===== src/uefc_defs.vh =====
// Offsets, field positions, reset values and timing counts for the feature block.
`ifndef UEFC_DEFS_VH
`define UEFC_DEFS_VH
`define UEFC_OFS_EXT_CTRL 8'h00
`define UEFC_OFS_SCRATCH 8'h04
`define UEFC_OFS_FEAT_CTRL 8'h08
`define UEFC_OFS_ENH_FEAT 8'h0c
`define UEFC_OFS_OFF_ONE 8'h10
`define UEFC_OFS_OFF_TWO 8'h14
`define UEFC_OFS_ON_ONE 8'h18
`define UEFC_OFS_ON_TWO 8'h1c
`define UEFC_OFS_MODEM_CTRL 8'h20
`define UEFC_OFS_INT_STAT 8'h24
`define UEFC_OFS_LINE_STATE 8'h28
`define UEFC_RST_SCRATCH 8'hff
`define UEFC_RST_ZERO 8'h00
`define UEFC_EXT_NINE 0
`define UEFC_EXT_RX_HALT 2
`define UEFC_EXT_TX_HALT 3
`define UEFC_FC_IR_INV 4
`define UEFC_FC_RS485 5
`define UEFC_EF_ENH 4
`define UEFC_EF_SPECIAL 5
`define UEFC_EF_AUTO_OUT 6
`define UEFC_EF_AUTO_IN 7
`define UEFC_MC_DTR 0
`define UEFC_MC_RTS 1
`define UEFC_MC_SEL 2
`define UEFC_IS_XOFF 0
`define UEFC_IS_XON 1
`define UEFC_IS_SPECIAL 4
`define UEFC_EXT_PROT_MASK 8'hfc
`define UEFC_MC_PROT_MASK 8'hec
`define UEFC_TICKS_PER_BIT 5'h10
`define UEFC_MID_TICK 4'h7
`define UEFC_LAST_TICK 4'hf
`endif


===== src/uefc_rx.v =====
// Serial character receiver with optional ninth data bit.
`timescale 1ns/1ps
module uefc_rx (
  // Clock and reset
  input wire clk,
  input wire rst_n,
  // Timing and control
  input wire tick16,
  input wire allow,
  input wire nine,
  // Line side
  input wire line,
  // Character out
  output wire busy,
  output wire started,
  output reg valid,
  output reg [8:0] data
);
`include "uefc_defs.vh"
  reg busy_r;
  reg [3:0] tcnt_r;
  reg [3:0] bcnt_r;
  reg [8:0] sh_r;
  wire [3:0] stop_bit;

  assign stop_bit = nine ? 4'ha : 4'h9;
  assign busy = busy_r;
  assign started = !busy_r && allow && !line;

  always @(posedge clk)
  begin
    if (!rst_n)
    begin
      busy_r <= 1'b0;
      tcnt_r <= 4'h0;
      bcnt_r <= 4'h0;
      sh_r <= 9'h000;
      valid <= 1'b0;
      data <= 9'h000;
    end
    else
    begin
      valid <= 1'b0;
      if (started)
      begin
        busy_r <= 1'b1;
        tcnt_r <= 4'h0;
        bcnt_r <= 4'h0;
      end
      else if (busy_r && tick16)
      begin
        tcnt_r <= tcnt_r + 4'h1;
        if (tcnt_r == `UEFC_MID_TICK)
        begin
          bcnt_r <= bcnt_r + 4'h1;
          if (bcnt_r == 4'h0 && line)
            busy_r <= 1'b0;
          else if (bcnt_r == stop_bit)
          begin
            busy_r <= 1'b0;
            valid <= 1'b1;
            data <= nine ? sh_r : {1'b0, sh_r[8:1]};
          end
          else if (bcnt_r != 4'h0)
            sh_r <= {line, sh_r[8:1]};
        end
      end
    end
  end
endmodule


===== src/uefc_top.v =====
// Enhanced feature control of one UART channel with a Wishbone register port.
// Operation
// - Transmit halt stops characters, FIFO keeps bytes.
// - Clearing transmit halt resumes sending FIFO bytes.
// - Receive halt mid-character finishes that character.
// - Receive halt while idle takes one more character.
// - Receive FIFO stays readable while reception halted.
// - Extended control bit 0 selects nine-bit mode.
// - Scratch pad resets to all ones.
// - RS-485 mode moves transmit interrupt to shifter empty.
// - RS-485 drops RTS after last stop bit.
// - RS-485 raises RTS before the start bit.
// - Infrared polarity bit inverts receive data.
// - Auto input flow control stops on CTS/DSR high.
// - Auto output flow drives RTS/DTR by FIFO triggers.
// - Special character match sets status bit 4.
// - Second-pair compare drops special Xoff, both events.
// - Enhanced bits writable only with enhanced-enable set.
// - Transmit bits 3:2 pick sent control characters.
// - Receive bits 1:0 pick compared control characters.
// - Dual transmit mode sends two characters in sequence.
// - Turnaround delay of 0 to 15 bit times.
// - Flow stop waits for current character end.
`timescale 1ns/1ps
module uefc_top (
  // Clock and reset
  input wire I_CORE_CLK,
  input wire I_RESETN,
  // Wishbone slave
  input wire I_WB_CYC,
  input wire I_WB_STB,
  input wire I_WB_WE,
  input wire [7:0] I_WB_ADR,
  input wire [3:0] I_WB_SEL,
  input wire [31:0] I_WB_DAT,
  output reg [31:0] O_WB_DAT,
  output wire O_WB_ACK,
  // Sixteen-times bit rate enable
  input wire I_TICK16,
  // Transmit FIFO read side
  input wire I_TXF_VALID,
  input wire [8:0] I_TXF_DATA,
  output wire O_TXF_POP,
  // Receive FIFO write side and trigger flags
  output reg O_RXF_PUSH,
  output reg [8:0] O_RXF_DATA,
  input wire I_RXF_AT_TRIG,
  input wire I_RXF_ABOVE_UPPER,
  input wire I_RXF_BELOW_LOWER,
  // Serial and modem pins
  input wire I_RX,
  input wire I_CTS_N,
  input wire I_DSR_N,
  output wire O_TX,
  output wire O_RTS_N,
  output wire O_DTR_N,
  // Event outputs
  output wire O_TX_INT,
  output wire O_RX_TRIG_INT
);
`include "uefc_defs.vh"
  reg ack_r;
  reg [7:0] ext_ctrl_r;
  reg [7:0] scratch_r;
  reg [7:0] feat_ctrl_r;
  reg [7:0] enh_feat_r;
  reg [7:0] off_one_r;
  reg [7:0] off_two_r;
  reg [7:0] on_one_r;
  reg [7:0] on_two_r;
  reg [7:0] modem_ctrl_r;
  reg [7:0] int_stat_r;
  reg [7:0] int_stat_nxt;
  reg [31:0] rd_nxt;
  reg [2:0] rx_sync_r;
  reg [1:0] cts_sync_r;
  reg [1:0] dsr_sync_r;
  reg rx_halt_q_r;
  reg one_more_r;
  reg launch_r;
  reg [1:0] ctl_left_r;
  reg ctl_is_off_r;
  reg sent_off_r;
  reg remote_off_r;
  reg off_one_seen_r;
  reg on_one_seen_r;
  reg flow_hold_r;
  reg rts485_r;
  reg [3:0] turn_tick_r;
  reg [4:0] turn_bits_r;
  wire wr_en;
  wire [7:0] wd;
  wire tx_halt;
  wire rx_halt;
  wire nine;
  wire rx_line;
  wire flow_in;
  wire in_stop;
  wire tx_busy;
  wire tx_done;
  wire rx_busy;
  wire rx_started;
  wire rx_valid;
  wire [8:0] rx_data;
  wire [1:0] txm;
  wire [1:0] rxm;
  wire tx_gate;
  wire send_ctl;
  wire send_data;
  wire [7:0] ctl_char;
  wire [8:0] tx_word;
  wire tx_idle;
  wire single1;
  wire single2;
  wire dual;
  wire [7:0] rc;
  wire m_off;
  wire m_on;
  wire special;

  // Register port.
  assign O_WB_ACK = ack_r;
  assign wr_en = I_WB_CYC && I_WB_STB && I_WB_WE && ack_r && I_WB_SEL[0];
  assign wd = I_WB_DAT[7:0];
  assign tx_halt = ext_ctrl_r[`UEFC_EXT_TX_HALT];
  assign rx_halt = ext_ctrl_r[`UEFC_EXT_RX_HALT];
  assign nine = ext_ctrl_r[`UEFC_EXT_NINE];
  assign txm = enh_feat_r[3:2];
  assign rxm = enh_feat_r[1:0];

  always @*
  begin
    rd_nxt = 32'h00000000;
    case (I_WB_ADR)
      `UEFC_OFS_SCRATCH: rd_nxt[7:0] = scratch_r;
      `UEFC_OFS_FEAT_CTRL: rd_nxt[7:0] = feat_ctrl_r;
      `UEFC_OFS_ENH_FEAT: rd_nxt[7:0] = enh_feat_r;
      `UEFC_OFS_MODEM_CTRL: rd_nxt[7:0] = modem_ctrl_r;
      `UEFC_OFS_INT_STAT: rd_nxt[7:0] = int_stat_r;
      `UEFC_OFS_LINE_STATE: rd_nxt[7:0] = {2'h0, flow_hold_r, in_stop, remote_off_r,
                                           rts485_r, rx_busy, tx_busy};
      default: rd_nxt = 32'h00000000;
    endcase
  end

  always @(posedge I_CORE_CLK)
  begin
    if (!I_RESETN)
    begin
      ack_r <= 1'b0;
      O_WB_DAT <= 32'h00000000;
    end
    else
    begin
      ack_r <= I_WB_CYC && I_WB_STB && !ack_r;
      if (I_WB_CYC && I_WB_STB && !ack_r)
        O_WB_DAT <= rd_nxt;
    end
  end

  always @(posedge I_CORE_CLK)
  begin
    if (!I_RESETN)
    begin
      ext_ctrl_r <= `UEFC_RST_ZERO;
      scratch_r <= `UEFC_RST_SCRATCH;
      feat_ctrl_r <= `UEFC_RST_ZERO;
      enh_feat_r <= `UEFC_RST_ZERO;
      off_one_r <= `UEFC_RST_ZERO;
      off_two_r <= `UEFC_RST_ZERO;
      on_one_r <= `UEFC_RST_ZERO;
      on_two_r <= `UEFC_RST_ZERO;
      modem_ctrl_r <= `UEFC_RST_ZERO;
    end
    else if (wr_en)
    begin
      case (I_WB_ADR)
        `UEFC_OFS_EXT_CTRL:
          if (enh_feat_r[`UEFC_EF_ENH])
            ext_ctrl_r <= wd & 8'hfd;
          else
            ext_ctrl_r <= (ext_ctrl_r & `UEFC_EXT_PROT_MASK) |
                          (wd & 8'h01);
        `UEFC_OFS_SCRATCH: scratch_r <= wd;
        `UEFC_OFS_FEAT_CTRL: feat_ctrl_r <= wd & 8'h30;
        `UEFC_OFS_ENH_FEAT: enh_feat_r <= wd;
        `UEFC_OFS_OFF_ONE: off_one_r <= wd;
        `UEFC_OFS_OFF_TWO: off_two_r <= wd;
        `UEFC_OFS_ON_ONE: on_one_r <= wd;
        `UEFC_OFS_ON_TWO: on_two_r <= wd;
        `UEFC_OFS_MODEM_CTRL:
          if (enh_feat_r[`UEFC_EF_ENH])
            modem_ctrl_r <= wd;
          else
            modem_ctrl_r <= (modem_ctrl_r & `UEFC_MC_PROT_MASK) |
                            (wd & ~`UEFC_MC_PROT_MASK);
        default: scratch_r <= scratch_r;
      endcase
    end
  end

  // Pin synchronisers; the receive line is inverted for infrared polarity.
  always @(posedge I_CORE_CLK)
  begin
    if (!I_RESETN)
    begin
      rx_sync_r <= 3'h7;
      cts_sync_r <= 2'h3;
      dsr_sync_r <= 2'h3;
    end
    else
    begin
      rx_sync_r <= {rx_sync_r[1:0], I_RX};
      cts_sync_r <= {cts_sync_r[0], I_CTS_N};
      dsr_sync_r <= {dsr_sync_r[0], I_DSR_N};
    end
  end

  assign rx_line = rx_sync_r[1] ^ feat_ctrl_r[`UEFC_FC_IR_INV];
  assign flow_in = modem_ctrl_r[`UEFC_MC_SEL] ? dsr_sync_r[1] : cts_sync_r[1];
  assign in_stop = enh_feat_r[`UEFC_EF_AUTO_IN] && flow_in;

  // Transmit launch: control characters first, then FIFO data.
  assign tx_gate = !tx_busy && !launch_r && !tx_halt && !in_stop &&
                   (!feat_ctrl_r[`UEFC_FC_RS485] || rts485_r);
  assign send_ctl = tx_gate && (ctl_left_r != 2'h0);
  assign send_data = tx_gate && !send_ctl && I_TXF_VALID && !remote_off_r;
  assign O_TXF_POP = send_data;
  assign ctl_char = (ctl_left_r == 2'h2 || txm == 2'h2) ?
                    (ctl_is_off_r ? off_one_r : on_one_r) :
                    (ctl_is_off_r ? off_two_r : on_two_r);
  assign tx_word = send_ctl ? {1'b0, ctl_char} : I_TXF_DATA;

  uefc_tx u_tx (
    .clk(I_CORE_CLK),
    .rst_n(I_RESETN),
    .tick16(I_TICK16),
    .start(send_ctl || send_data),
    .nine(nine),
    .data(tx_word),
    .line(O_TX),
    .busy(tx_busy),
    .done(tx_done)
  );

  always @(posedge I_CORE_CLK)
  begin
    if (!I_RESETN)
    begin
      launch_r <= 1'b0;
      ctl_left_r <= 2'h0;
      ctl_is_off_r <= 1'b0;
      sent_off_r <= 1'b0;
    end
    else
    begin
      launch_r <= send_ctl || send_data;
      if (txm == 2'h0)
      begin
        ctl_left_r <= 2'h0;
        sent_off_r <= 1'b0;
      end
      else if (send_ctl)
        ctl_left_r <= ctl_left_r - 2'h1;
      else if (ctl_left_r == 2'h0 && I_RXF_ABOVE_UPPER && !sent_off_r)
      begin
        ctl_left_r <= (txm == 2'h3) ? 2'h2 : 2'h1;
        ctl_is_off_r <= 1'b1;
        sent_off_r <= 1'b1;
      end
      else if (ctl_left_r == 2'h0 && I_RXF_BELOW_LOWER && sent_off_r)
      begin
        ctl_left_r <= (txm == 2'h3) ? 2'h2 : 2'h1;
        ctl_is_off_r <= 1'b0;
        sent_off_r <= 1'b0;
      end
    end
  end

  // RS-485 direction with turnaround delay counted in bit times.
  assign tx_idle = !tx_busy && !launch_r && !I_TXF_VALID && ctl_left_r == 2'h0;

  always @(posedge I_CORE_CLK)
  begin
    if (!I_RESETN)
    begin
      rts485_r <= 1'b0;
      turn_tick_r <= 4'h0;
      turn_bits_r <= 5'h00;
    end
    else if (!tx_idle)
    begin
      rts485_r <= 1'b1;
      turn_tick_r <= 4'h0;
      turn_bits_r <= 5'h00;
    end
    else if (turn_bits_r >= {1'b0, ext_ctrl_r[7:4]})
      rts485_r <= 1'b0;
    else if (I_TICK16)
    begin
      turn_tick_r <= turn_tick_r + 4'h1;
      if (turn_tick_r == `UEFC_LAST_TICK)
        turn_bits_r <= turn_bits_r + 5'h01;
    end
  end

  assign O_TX_INT = feat_ctrl_r[`UEFC_FC_RS485] ?
                    (!I_TXF_VALID && !tx_busy && !launch_r) : !I_TXF_VALID;

  // Auto output flow control on the selected modem pin.
  always @(posedge I_CORE_CLK)
  begin
    if (!I_RESETN)
      flow_hold_r <= 1'b0;
    else if (!enh_feat_r[`UEFC_EF_AUTO_OUT])
      flow_hold_r <= 1'b0;
    else if (I_RXF_ABOVE_UPPER)
      flow_hold_r <= 1'b1;
    else if (I_RXF_BELOW_LOWER)
      flow_hold_r <= 1'b0;
  end

  assign O_RX_TRIG_INT = enh_feat_r[`UEFC_EF_AUTO_OUT] && I_RXF_AT_TRIG;
  assign O_RTS_N = feat_ctrl_r[`UEFC_FC_RS485] ? rts485_r :
                   (!modem_ctrl_r[`UEFC_MC_RTS] ||
                    (flow_hold_r && !modem_ctrl_r[`UEFC_MC_SEL]));
  assign O_DTR_N = !modem_ctrl_r[`UEFC_MC_DTR] ||
                   (flow_hold_r && modem_ctrl_r[`UEFC_MC_SEL]);

  // Receive halt lets the current or exactly one further character in.
  always @(posedge I_CORE_CLK)
  begin
    if (!I_RESETN)
    begin
      rx_halt_q_r <= 1'b0;
      one_more_r <= 1'b0;
    end
    else
    begin
      rx_halt_q_r <= rx_halt;
      if (rx_halt && !rx_halt_q_r)
        one_more_r <= !rx_busy;
      else if (rx_started)
        one_more_r <= 1'b0;
    end
  end

  uefc_rx u_rx (
    .clk(I_CORE_CLK),
    .rst_n(I_RESETN),
    .tick16(I_TICK16),
    .allow(!rx_halt || one_more_r),
    .nine(nine),
    .line(rx_line),
    .busy(rx_busy),
    .started(rx_started),
    .valid(rx_valid),
    .data(rx_data)
  );

  // Received control character comparison.
  assign rc = rx_data[7:0];
  assign single1 = rxm == 2'h2 || (rxm == 2'h3 && (txm == 2'h2 || txm == 2'h1));
  assign single2 = rxm == 2'h1 || (rxm == 2'h3 && (txm == 2'h2 || txm == 2'h1));
  assign dual = rxm == 2'h3 && (txm == 2'h3 || txm == 2'h0);
  assign m_off = (single1 && rc == off_one_r) || (single2 && rc == off_two_r) ||
                 (dual && off_one_seen_r && rc == off_two_r);
  assign m_on = !m_off && ((single1 && rc == on_one_r) || (single2 && rc == on_two_r) ||
                (dual && on_one_seen_r && rc == on_two_r));
  assign special = enh_feat_r[`UEFC_EF_SPECIAL] && rc == off_two_r;

  always @*
  begin
    int_stat_nxt = int_stat_r;
    if (wr_en && I_WB_ADR == `UEFC_OFS_INT_STAT)
      int_stat_nxt = int_stat_r & ~wd;
    if (rx_valid && m_off)
      int_stat_nxt[`UEFC_IS_XOFF] = 1'b1;
    if (rx_valid && m_on)
      int_stat_nxt[`UEFC_IS_XON] = 1'b1;
    if (rx_valid && special)
      int_stat_nxt[`UEFC_IS_SPECIAL] = 1'b1;
  end

  always @(posedge I_CORE_CLK)
  begin
    if (!I_RESETN)
    begin
      int_stat_r <= `UEFC_RST_ZERO;
      remote_off_r <= 1'b0;
      off_one_seen_r <= 1'b0;
      on_one_seen_r <= 1'b0;
      O_RXF_PUSH <= 1'b0;
      O_RXF_DATA <= 9'h000;
    end
    else
    begin
      int_stat_r <= int_stat_nxt;
      O_RXF_PUSH <= rx_valid && !m_off && !m_on;
      if (rx_valid)
      begin
        O_RXF_DATA <= rx_data;
        off_one_seen_r <= rc == off_one_r;
        on_one_seen_r <= rc == on_one_r;
      end
      if (rxm == 2'h0)
        remote_off_r <= 1'b0;
      else if (rx_valid && m_off)
        remote_off_r <= 1'b1;
      else if (rx_valid && m_on)
        remote_off_r <= 1'b0;
    end
  end
endmodule


===== src/uefc_tx.v =====
// Serial character transmitter with optional ninth data bit.
`timescale 1ns/1ps
module uefc_tx (
  // Clock and reset
  input wire clk,
  input wire rst_n,
  // Timing and control
  input wire tick16,
  input wire start,
  input wire nine,
  input wire [8:0] data,
  // Line side
  output wire line,
  output wire busy,
  output reg done
);
`include "uefc_defs.vh"
  reg busy_r;
  reg [10:0] sh_r;
  reg [3:0] tcnt_r;
  reg [3:0] bcnt_r;
  wire [3:0] last_bit;

  assign last_bit = nine ? 4'ha : 4'h9;
  assign busy = busy_r;
  assign line = busy_r ? sh_r[0] : 1'b1;

  always @(posedge clk)
  begin
    if (!rst_n)
    begin
      busy_r <= 1'b0;
      sh_r <= 11'h7ff;
      tcnt_r <= 4'h0;
      bcnt_r <= 4'h0;
      done <= 1'b0;
    end
    else
    begin
      done <= 1'b0;
      if (!busy_r && start)
      begin
        busy_r <= 1'b1;
        sh_r <= nine ? {1'b1, data, 1'b0} : {2'h3, data[7:0], 1'b0};
        tcnt_r <= 4'h0;
        bcnt_r <= 4'h0;
      end
      else if (busy_r && tick16)
      begin
        tcnt_r <= tcnt_r + 4'h1;
        if (tcnt_r == `UEFC_LAST_TICK)
        begin
          sh_r <= {1'b1, sh_r[10:1]};
          bcnt_r <= bcnt_r + 4'h1;
          if (bcnt_r == last_bit)
          begin
            busy_r <= 1'b0;
            done <= 1'b1;
          end
        end
      end
    end
  end
endmodule

===== config.mk =====
export PLATFORM = sky130hd
export DESIGN_NAME = uefc_top
export DESIGN_NICKNAME = d
export VERILOG_FILES = /design/src/uefc_rx.v /design/src/uefc_top.v /design/src/uefc_tx.v
export VERILOG_INCLUDE_DIRS = /design/src
export SDC_FILE = /design/constraint.sdc
export NUM_CORES = 1
export LEC_CHECK = 0
export BUFFER_PORTS_ARGS = -buffer_cell sky130_fd_sc_hd__buf_2
export CAP_MARGIN = 10
export CORE_MARGIN = 5
export CORE_UTILIZATION = 39
export CTS_BUF_LIST = sky130_fd_sc_hd__clkbuf_8
export DETAILED_ROUTE_END_ITERATION = 16
export PLACE_DENSITY = 0.57
export SYNTH_ARGS = -nofsm -noshare
export SYNTH_HDL_FRONTEND = slang
export SYNTH_SLANG_ARGS = --single-unit

===== constraint.sdc =====
create_clock -name I_CORE_CLK -period 5.92 [get_ports I_CORE_CLK]
set_input_delay 0.296 -clock I_CORE_CLK [delete_from_list [all_inputs] [get_ports I_CORE_CLK]]
set_output_delay 0.296 -clock I_CORE_CLK [all_outputs]
set_load 0.05 [all_outputs]

==> impl_results.md, run 1 <==
- WL final: 19.7 mm
- Synth Flop Type: dfxtp_1
- Die ar.: 23800 sq um
- Hold Path Class: input port to register
- Slew margin rel.: 37.9%
- Effective utilization at floorplan: 39.9%
- Setup Buffers After CTS: 0
- H-tree levels: 4
- Compound-Gate Fraction of Synth Area: 11.2%
- Clk slew on worst S/H paths: 0.10 ns
- Xor and xnor fraction of the mapped netlist area: 4.96%
- CTS Root Cell: clkbuf_8
- Register area share after synthesis: 40.9%
- Vias: 6161
- Fillers: 2079
- CTS Hold Bufs: 3
- RSZ-0062 raised after global routing: false
- Core Area: 20400 sq um
- DR vias/cell: 5.07
- Critical Path Fanout Max: 5
- Clock network power share: 38.5%
- Largest net degree at the start of global routing: 104
- WP data arrival: 2.29 ns
- Synth Area in Simple Gates: 23.4%
- Synth top area share: 40.9%
- Total Negative Setup Slacks: 0 ns
- DP Worst Slack: 3.32 ns
- First-pass GRT wire length: 31.3 mm
- Num CTS Buffers: 17
- Endpoints failing setup: 0
- P_int: 1.51 mW
- YS warnings: 0
- PD cells: 236 nW/um^2
- Fin Clk Skew: 0.0142 ns
- Post-Synth Adder-Cell Area: 2.47%
- Port Buffers: 63
- Leakage power: 3.61 nW
- Die H: 154 um
- Comb power frac: 6.9%
- MaxCap Viol Count: 0
- #FFs+latches synth: 166
- Worst slew pin tran: 0.932 ns
- Crit path capture type: primary output
- Worst Slack Setup Final: 3.33 ns
- Tmin final: 2.59 ns
- Die Width: 154 um
- Slew Limit Fails: 0
- Clock Path Buffers: 2
- Status: complete, no violations
- First-pass iteration count of the detailed router: 6
- Crit path kind: register to primary output
- Number of library cell types mapped by synthesis: 66
- Worst Path Required: 5.62 ns
- Routed WL per cell: 16.2 um
- Gr ovfl total: 0
- Final Hold Fails: 0
- Reg power frac: 54.6%
- Post-DRT Antenna Nets: 0
- Net Sw Frac: 27.4%
- Cells after Synth: 906
- Ys async rst share: 0%
- Hpwl dp: 13.8 mm
- Combinational family with the most area after synthesis: simple AND/OR/NAND/NOR gates
- Clock sinks: 166
- Number of global-route vias before repair: 5646
- Crit share post-route: 43.8%
- 1st-iter DRT viols: 409
- Synthesized area per cell: 8.96 sq um
- Worst vdd ir: 0.000156 V
- Layout area overhead: 8.77%
- Post-synthesis cell area: 8120 sq um
- Share of layout cells above drive strength 1: 13.1%
- Mux cell area share after synthesis: 10.4%
- Synth area leaders: dfxtp_1, mux2i_1, nand2_1
- Rows: 52
- P_sw: 569 uW
- Worst skew pair latency: 0.46 ns
- Initial antenna violation count: 0
- DR DRC count: 0
- Fmax: 386 MHz
- Synth area leader: dfxtp_1
- Routability cong.: 0.831
- # IOs: 115
- Crit path launch type: register
- Nets: 1014
- Total Routing Usage GR: 16.4%
- Post-CTS Resized: 0
- CTS tree: done
- Number of synthesized flops with an enable pin: 0
-- area by class of cell --
type,instances,area (sq um),area share [%]
Multi-Input combinational cell,661,4350,49.3
Timing Repair Buffer,69,370,4.20
Tap cell,270,338,3.83
Sequential cell,166,3320,37.6
Inverter,17,63.8,0.723
Clock inverter,15,146,1.66
Clock buffer,17,234,2.65
Antenna cell,1,2.50,0.0283
-- worst paths after layout --
| path | startpoint | end | slack [ns] | depth (start not counted) |
|---|---|---|---|---|
| worst max register to register | O_WB_ACK | on_two_r[7] | 3.34 | 7 |
| worst min register to register | dsr_sync_r[0] | dsr_sync_r[1] | 0.42 | 1 |
| worst min-delay path | I_RXF_ABOVE_UPPER | flow_hold_r | 0.11 | 3 |
| worst max-delay path | modem_ctrl_r[2] | O_TXF_POP | 3.33 | 4 |
-- logic make-up (layout without fill, tap and decap cells) --
family                   count (synthesis)  in the layout
AND/OR/NAND/NOR                        378            378
buffers and inverters                  102            118
other                                    1             25
AO/OA/AOI/OAI                          123            123
flip-flops                             166            166
XOR/XNOR                                46             46
adder cells (fa/ha/maj)                 16             16
multiplexers                            74             74
-- worst max-delay path, stage by stage (launching register included) --
cell and delay, ns:
dfxtp_1 0.45, mux2_4 0.37, a2111oi_4 0.48, and4b_1 0.26
buf_2 0.27
-- cell usage after synthesis (12+ instances only) --
cell        n
a21oi_1    26
mux2i_1    64
xor2_1     17
clkbuf_1   40
dfxtp_1   166
buf_4      25
o21ai_0    16
and3_1     13
nand2b_1   16
nand3_1    48
buf_2      12
nand2_1   142
nor2b_1    60
ha_1       16
nand4_1    12
xnor2_1    29
inv_1      17
a21boi_0   29
nor2_1     42
-- power groups by stage --
stage               registers (mW)  clock network, mW  logic [mW]
CTS                           1.14              0.824       0.144
global route                  1.14              0.869       0.154
floorplan                     1.16                  0       0.116
global placement              1.16                  0       0.142
detailed placement            1.16                  0       0.142
finish                        1.14              0.801       0.143
-- layout by cell type (no fill, tap or decap), types with 4 or more instances in the layout --
master,instances
ha_1,16
nor2b_1,60
mux2i_1,64
xor2_1,17
mux4_2,8
a31oi_1,6
and2_1,11
a22oi_1,6
nor2_1,42
a21boi_0,29
o211a_1,8
a21oi_1,26
a222oi_1,4
a221o_1,8
nand2b_1,16
nand4_1,12
inv_1,18
conb_1,24
clkbuf_8,17
dfxtp_1,166
clkinv_4,4
and3_1,13
nor3_1,7
buf_2,62
o21ai_0,16
nand3_1,48
nand2_1,142
xnor2_1,29
inv_6,5
buf_4,4
-- sequential cells by signal (all words and copies together), names as in the netlist, 4 cells and up --
signal / cells
u_rx.bcnt_r: 4
u_rx.tcnt_r: 4
int_stat_r: 8
u_tx.tcnt_r: 4
O_WB_DAT: 8
turn_tick_r: 4
off_one_r: 8
on_two_r: 8
O_RXF_DATA: 9
u_tx.sh_r: 10
enh_feat_r: 8
u_rx.sh_r: 9
modem_ctrl_r: 8
turn_bits_r: 5
u_tx.bcnt_r: 4
ext_ctrl_r: 7
off_two_r: 8
scratch_r: 8
on_one_r: 8
u_rx.data: 9
-- metrics by stage --
stage / util, % / hold slack (ns) / cells / power (mW) / area [sq um]
after CTS: 43.3 / 0.0739 / 1215 / 2.10 / 8820
after global routing: 43.3 / 0.102 / 1215 / 2.16 / 8820
final: 43.3 / 0.115 / 1216 / 2.08 / 8830
after global placement: 41.3 / 0.388 / 1180 / 1.30 / 8410
after floorplan: - / 0.386 / 929 / 1.28 / 8200
after detailed placement: 41.3 / 0.394 / 1180 / 1.30 / 8410
-- per-layer routing --
metal / vias up / part of all wire [%] / global-route usage (%)
met4: 0 / 1.2 / 3.95
met3: 17 / 6.5 / 4.33
met5: - / 0 / 0
met1: 2875 / 49 / 23.5
li1: 3115 / - / -
met2: 154 / 43 / 24.8
Power figures use the tool's default switching activity.
==> run 2: changes to the inputs <==
==> constraint.sdc (replaced) <==
create_clock -name I_CORE_CLK -period 2.7 [get_ports I_CORE_CLK]
set_input_delay 0.135 -clock I_CORE_CLK [delete_from_list [all_inputs] [get_ports I_CORE_CLK]]
set_output_delay 0.135 -clock I_CORE_CLK [all_outputs]
set_load 0.05 [all_outputs]
==> impl_results.md, run 2 (same netlist as run 1, synthesis figures left out) <==
- Multi-input gate area: 4350 sq um (unchanged)
- Worst vdd ir: 0.000284 V (was 0.000156 V)
- DP Worst Slack: 0.386 ns (was 3.32 ns)
- Layout area overhead: 11.8% (was 8.77%)
- Clock Path Buffers: 2 (unchanged)
- Nets: 1042 (was 1014)
- Die ar.: 23800 sq um (unchanged)
- Crit path capture type: primary output (unchanged)
- CTS Hold Bufs: 13 (was 3)
- Seq. cell area: 3320 sq um (unchanged)
- Fin Clk Skew: 0.0124 ns (was 0.0142 ns)
- Share of layout cells above drive strength 1: 14.5% (was 13.1%)
- Most flop-heavy register: u_tx.sh_r (unchanged)
- Post-CTS Resized: 0 (unchanged)
- Initial antenna violation count: 1 (was 0)
- Critical-path top delay cell: a2111oi_4 (unchanged)
- Routability cong.: 0.803 (was 0.831)
- Worst path cell trace: mux2_4, a2111oi_4, and4b_1, buf_2 (unchanged)
- Hold Path Class: input port to register (unchanged)
- Most frequent cells in the layout: dfxtp_1, nand2_1, mux2i_1, buf_2, nor2b_1 (unchanged)
- Endpoints failing setup: 0 (unchanged)
- Fmax: 422 MHz
- Hpwl dp: 14.4 mm (was 13.8 mm)
- Grt met3 use: 4.00% (was 4.33%)
- Vias: 6277 (was 6161)
- Leakage power: 3.75 nW (was 3.61 nW)
- Crit-path max cell delay: 0.44 ns (was 0.48 ns)
- Commonest non-fill, non-tap cell in the layout: dfxtp_1 (unchanged)
- WL final: 19.9 mm (was 19.7 mm)
- Slew margin rel.: 57.6% (was 37.9%)
- Met1 usage: 24.2% (was 23.5%)
- Num CTS Buffers: 17 (unchanged)
- Largest register FFs: 10 (unchanged)
- H-tree levels: 4 (unchanged)
- Gr ovfl total: 0 (unchanged)
- RSZ-0062 raised after global routing: false (unchanged)
- Gr busiest metal: met2 (unchanged)
- Number of global-route vias before repair: 5908 (was 5646)
- Tmin final: 2.37 ns
- Worst skew pair latency: 0.46 ns (about the same)
- DR vias/cell: 5.05 (was 5.07)
- Clock sinks: 166 (unchanged)
- DR DRC count: 0 (unchanged)
- Worst slew pin tran: 0.635 ns (was 0.932 ns)
- 1st-iter DRT viols: 424 (was 409)
- Effective utilization at floorplan: 39.9% (unchanged)
- Setup Buffers After CTS: 0 (unchanged)
- First-pass GRT wire length: 32.0 mm (was 31.3 mm)
- Crit share post-route: 87.7%
- First-pass iteration count of the detailed router: 7 (was 6)
- Worst Slack Setup Final: 0.333 ns (was 3.33 ns)
- Min Hold Slack: 0.0387 ns (was 0.115 ns)
- MaxCap Viol Count: 0 (unchanged)
- Clk slew on worst S/H paths: 0.08 ns (was 0.10 ns)
- Die H: 154 um (unchanged)
- Critical Path Fanout Max: 5 (unchanged)
- Met2 Usage GRT: 24.9% (was 24.8%)
- Final Hold Fails: 0 (unchanged)
- CTS tree: done (unchanged)
- Core Area: 20400 sq um (unchanged)
- Die Width: 154 um (unchanged)
- Crit path kind: register to primary output (unchanged)
- Fillers: 2024 (was 2079)
- Post-DRT Antenna Nets: 0 (unchanged)
- Port Buffers: 63 (unchanged)
- Largest net degree at the start of global routing: 45 (was 104)
- Total Negative Setup Slacks: 0 ns (unchanged)
- Total Routing Usage GR: 16.7% (was 16.4%)
- Crit path launch type: register (unchanged)
- PD cells: 509 nW/um^2 (was 236 nW/um^2)
- # IOs: 115 (unchanged)
- Slew Limit Fails: 0 (unchanged)
- WP data arrival: 2.23 ns (was 2.29 ns)
- Routed WL per cell: 16.0 um (was 16.2 um)
- Rows: 52 (unchanged)
- CTS Root Cell: clkbuf_8 (unchanged)
- Status: complete, no violations (unchanged)
- Worst Path Required: 2.57 ns (was 5.62 ns)
## run 2: layout make-up
| cell class | count | area share, % |
|---|---|---|
| repair buffers | 97 | 6.67 |
| diodes | 1 | 0.0276 |
| inverters | 17 | 0.703 |
| clock buffers | 19 | 2.88 |
| multi-input cells | 661 | 47.9 |
| flip-flops and latches | 166 | 36.6 |
| well taps | 270 | 3.72 |
| clock inverters | 12 | 1.43 |
## run 2: final timing paths
path              startpoint             end  slack [ns]  depth (start not counted)
min reg2reg     rx_sync_r[0]    rx_sync_r[1]        0.41                          1
min              I_TXF_VALID        rts485_r        0.04                          3
max reg2reg   turn_bits_r[0]  turn_bits_r[3]        0.36                          8
max          modem_ctrl_r[2]       O_TXF_POP        0.33                          4
## run 2: where the power goes
group / leakage [nW] / switching, mW / internal, mW / total (mW)
Sequential: 1.34 / 0.0165 / 2.47 / 2.49
Clock: 0.191 / 0.934 / 0.864 / 1.80
Combinational: 2.22 / 0.229 / 0.105 / 0.333
Total: 3.75 / 1.18 / 3.44 / 4.62
## run 2: metrics by stage
step	utilization (%)	cells	power, mW	instance area (sq um)
floorplan	-	929	2.80	8200
global placement	42.0	1198	2.86	8550
detailed placement	42.0	1198	2.87	8550
CTS	44.5	1242	4.69	9070
global route	44.5	1242	4.79	9070
finish	44.6	1243	4.62	9070
## run 2: worst max-delay path, delay by kind of cell (launching register included)
kind | cells | cell delay [ns]
and+or+nand+nor | 1 | 0.28
DFF | 1 | 0.43
AOI/OAI and AO/OA | 1 | 0.44
muxes | 1 | 0.36
buffers and inverters | 1 | 0.27
## run 2: layer usage
metal  routed length, um  vias to the layer above
met3                1090                       21
li1                    -                     3163
met4                 285                        2
met2                8600                      143
met5                   7                        -
met1                9900                     2948
==> run 3: changes to the inputs <==
==> constraint.sdc (replaced) <==
create_clock -name I_CORE_CLK -period 2.44 [get_ports I_CORE_CLK]
set_input_delay 0.122 -clock I_CORE_CLK [delete_from_list [all_inputs] [get_ports I_CORE_CLK]]
set_output_delay 0.122 -clock I_CORE_CLK [all_outputs]
set_load 0.05 [all_outputs]
==> impl_results.md, run 3 (same netlist as run 1, synthesis figures left out) <==
- Status: complete, no violations (unchanged)
- P_int: 3.98 mW (was 3.44 mW)
- Core Area: 20400 sq um (unchanged)
- Final Hold Fails: 0 (unchanged)
- Tmin final: 2.32 ns
- Final Instance Area: 9180 sq um (was 9070 sq um)
- Layout area overhead: 13.2% (was 11.8%)
- Slew Limit Fails: 0 (unchanged)
- Largest net degree at the start of global routing: 80 (was 45)
- Hold path endpoint: int_stat_r[3] (was rts485_r)
- Endpoints failing setup: 0 (unchanged)
- First-pass iteration count of the detailed router: 4 (was 7)
- CTS tree: done (unchanged)
- Met2 Usage GRT: 25.7% (was 24.9%)
- Most flop-heavy register: u_tx.sh_r (unchanged)
- Clock network power share: 40.2% (was 38.9%)
- Met1 usage: 23.9% (was 24.2%)
- Clock sinks: 166 (unchanged)
- Largest register FFs: 10 (unchanged)
- WL final: 19.8 mm (was 19.9 mm)
- 1st-iter DRT viols: 380 (was 424)
- Reg power frac: 52.5% (was 53.9%)
- DR vias/cell: 5.02 (was 5.05)
- Die H: 154 um (unchanged)
- Gr busiest metal: met2 (unchanged)
- Routability cong.: 0.817 (was 0.803)
- RSZ-0062 raised after global routing: false (unchanged)
- Grt met3 use: 4.27% (was 4.00%)
- First-pass GRT wire length: 32.4 mm (was 32.0 mm)
- Worst Slack Setup Final: 0.120 ns (was 0.333 ns)
- CTS Root Cell: clkbuf_8 (unchanged)
- Most frequent cells in the layout: dfxtp_1, nand2_1, mux2i_1, buf_2, nor2b_1 (unchanged)
- Fmax: 431 MHz
- H-tree levels: 4 (unchanged)
- Reg2reg start: turn_bits_r[0] (unchanged)
- Effective utilization at floorplan: 39.9% (unchanged)
- Worst r2r dst: turn_bits_r[3] (unchanged)
- Critical Path Fanout Max: 8 (was 5)
- DP Worst Slack: 0.137 ns (was 0.386 ns)
- Reg2Reg Setup Slack: 0.12 ns (was 0.36 ns)
- Num CTS Buffers: 17 (unchanged)
- Rows: 52 (unchanged)
- Worst Reg-to-Reg Cells: 8 (unchanged)
- P_sw: 1.26 mW (was 1.18 mW)
- Die ar.: 23800 sq um (unchanged)
- Placed cell area: 8590 sq um (was 8550 sq um)
- Worst slew pin tran: 0.666 ns (was 0.635 ns)
- Total Negative Setup Slacks: 0 ns (unchanged)
- Worst skew pair latency: 0.45 ns (was 0.46 ns)
- Port Buffers: 63 (unchanged)
- Share of layout cells above drive strength 1: 14.6% (was 14.5%)
- Slew margin rel.: 55.5% (was 57.6%)
- Worst hold start: I_WB_DAT[3] (was I_TXF_VALID)
- Clock Path Buffers: 2 (unchanged)
- Crit share post-route: 95.1%
- Routed WL per cell: 15.8 um (was 16.0 um)
- Leakage power: 3.82 nW (was 3.75 nW)
- Die Width: 154 um (unchanged)
- Comb power frac: 7.3% (was 7.2%)
- Vias: 6267 (was 6277)
- Crit path kind: register to register (was register to primary output)
- Worst vdd ir: 0.000390 V (was 0.000284 V)
- Net Sw Frac: 24.0% (was 25.5%)
- Crit path launch type: register (unchanged)
- Gr ovfl total: 0 (unchanged)
- Clk slew on worst S/H paths: 0.08 ns (about the same)
- WP data arrival: 2.70 ns (was 2.23 ns)
- Crit path capture type: register (was primary output)
- Total Routing Usage GR: 16.8% (was 16.7%)
- Total power: 5.23 mW (was 4.62 mW)
- Commonest non-fill, non-tap cell in the layout: dfxtp_1 (unchanged)
- MaxCap Viol Count: 0 (unchanged)
- Hold Path Class: input port to register (unchanged)
- Antenna cell count: 0 (was 1)
- PD cells: 570 nW/um^2 (was 509 nW/um^2)
- Min Hold Slack: 0.0230 ns (was 0.0387 ns)
- Number of global-route vias before repair: 6095 (was 5908)
- DR DRC count: 0 (unchanged)
- # IOs: 115 (unchanged)
- Post-DRT Antenna Nets: 0 (unchanged)
- Initial antenna violation count: 0 (was 1)
- Hold depth: 2 (was 3)
- Fin Clk Skew: 0.0145 ns (was 0.0124 ns)
- Worst Path Required: 2.82 ns (was 2.57 ns)
- Hpwl dp: 14.3 mm (was 14.4 mm)
- Nets: 1050 (was 1042)
## run 3: cell count changes in the layout (fill, tap and decap cells not counted), moves of 2 or more
cell	delta
buf_4	+3
bufinv_16	+2
clkinvlp_4	-3
inv_1	+2
dlygate4sd3_1	+4
clkinv_4	-2
## run 3: metrics by stage
stage	cells	utilization, %
2_1_floorplan	929	-
3_3_place_gp	1202	42.2
3_5_place_dp	1202	42.2
4_1_cts	1249	45.0
5_1_grt	1249	45.1
6_report	1249	45.1
## run 3: final cells by class
class	count	area [sq um]
multi-input combinational	661	4360
tap	270	338
clock buffer	18	248
timing repair buffer	105	691
inverter	17	63.8
clock inverter	12	163
fill	2023	11200
sequential	166	3320
## run 3: worst max-delay path by stage
stage / start / end / slack (ns) / cells past startpoint
4_1_cts: modem_ctrl_r[2] / O_TXF_POP / 0.06 / 4
2_1_floorplan: turn_bits_r[0] / turn_bits_r[3] / 0.27 / 8
3_5_place_dp: turn_bits_r[0] / turn_bits_r[3] / 0.14 / 8
5_1_grt: turn_bits_r[0] / turn_bits_r[3] / 0.0002 / 8
3_3_place_gp: turn_bits_r[0] / turn_bits_r[3] / 0.15 / 8
6_report: turn_bits_r[0] / turn_bits_r[3] / 0.12 / 8
## run 3: critical path: stages, from the launching register on
cell	delay, ns
dfxtp_1	0.37
inv_1	0.07
ha_1	0.26
nand2b_1	0.14
a21o_1	0.17
a21o_1	0.21
a211o_4	0.38
or4_1	0.50
a21oi_1	0.15
## run 3: layer usage
layer  vias up  routed length [um]
met4         0                 214
met5         -                   0
met2       132                8660
met3        17                1050
li1       3178                   -
met1      2940                9830
## run 3: what timing repair did
action	4_1_cts	5_1_grt
setup endpoints to repair	0	2
hold buffers	17	0
buffers inserted	0	0
hold endpoints to repair	17	0
resized for setup	0	2
## run 3: power groups by stage
| stage | clock network, mW | registers (mW) | logic (mW) |
|---|---|---|---|
| 2_1_floorplan | 0 | 2.82 | 0.280 |
| 3_3_place_gp | 0 | 2.81 | 0.360 |
| 3_5_place_dp | 0 | 2.81 | 0.361 |
| 4_1_cts | 2.16 | 2.75 | 0.383 |
| 5_1_grt | 2.27 | 2.75 | 0.412 |
| 6_report | 2.10 | 2.75 | 0.382 |
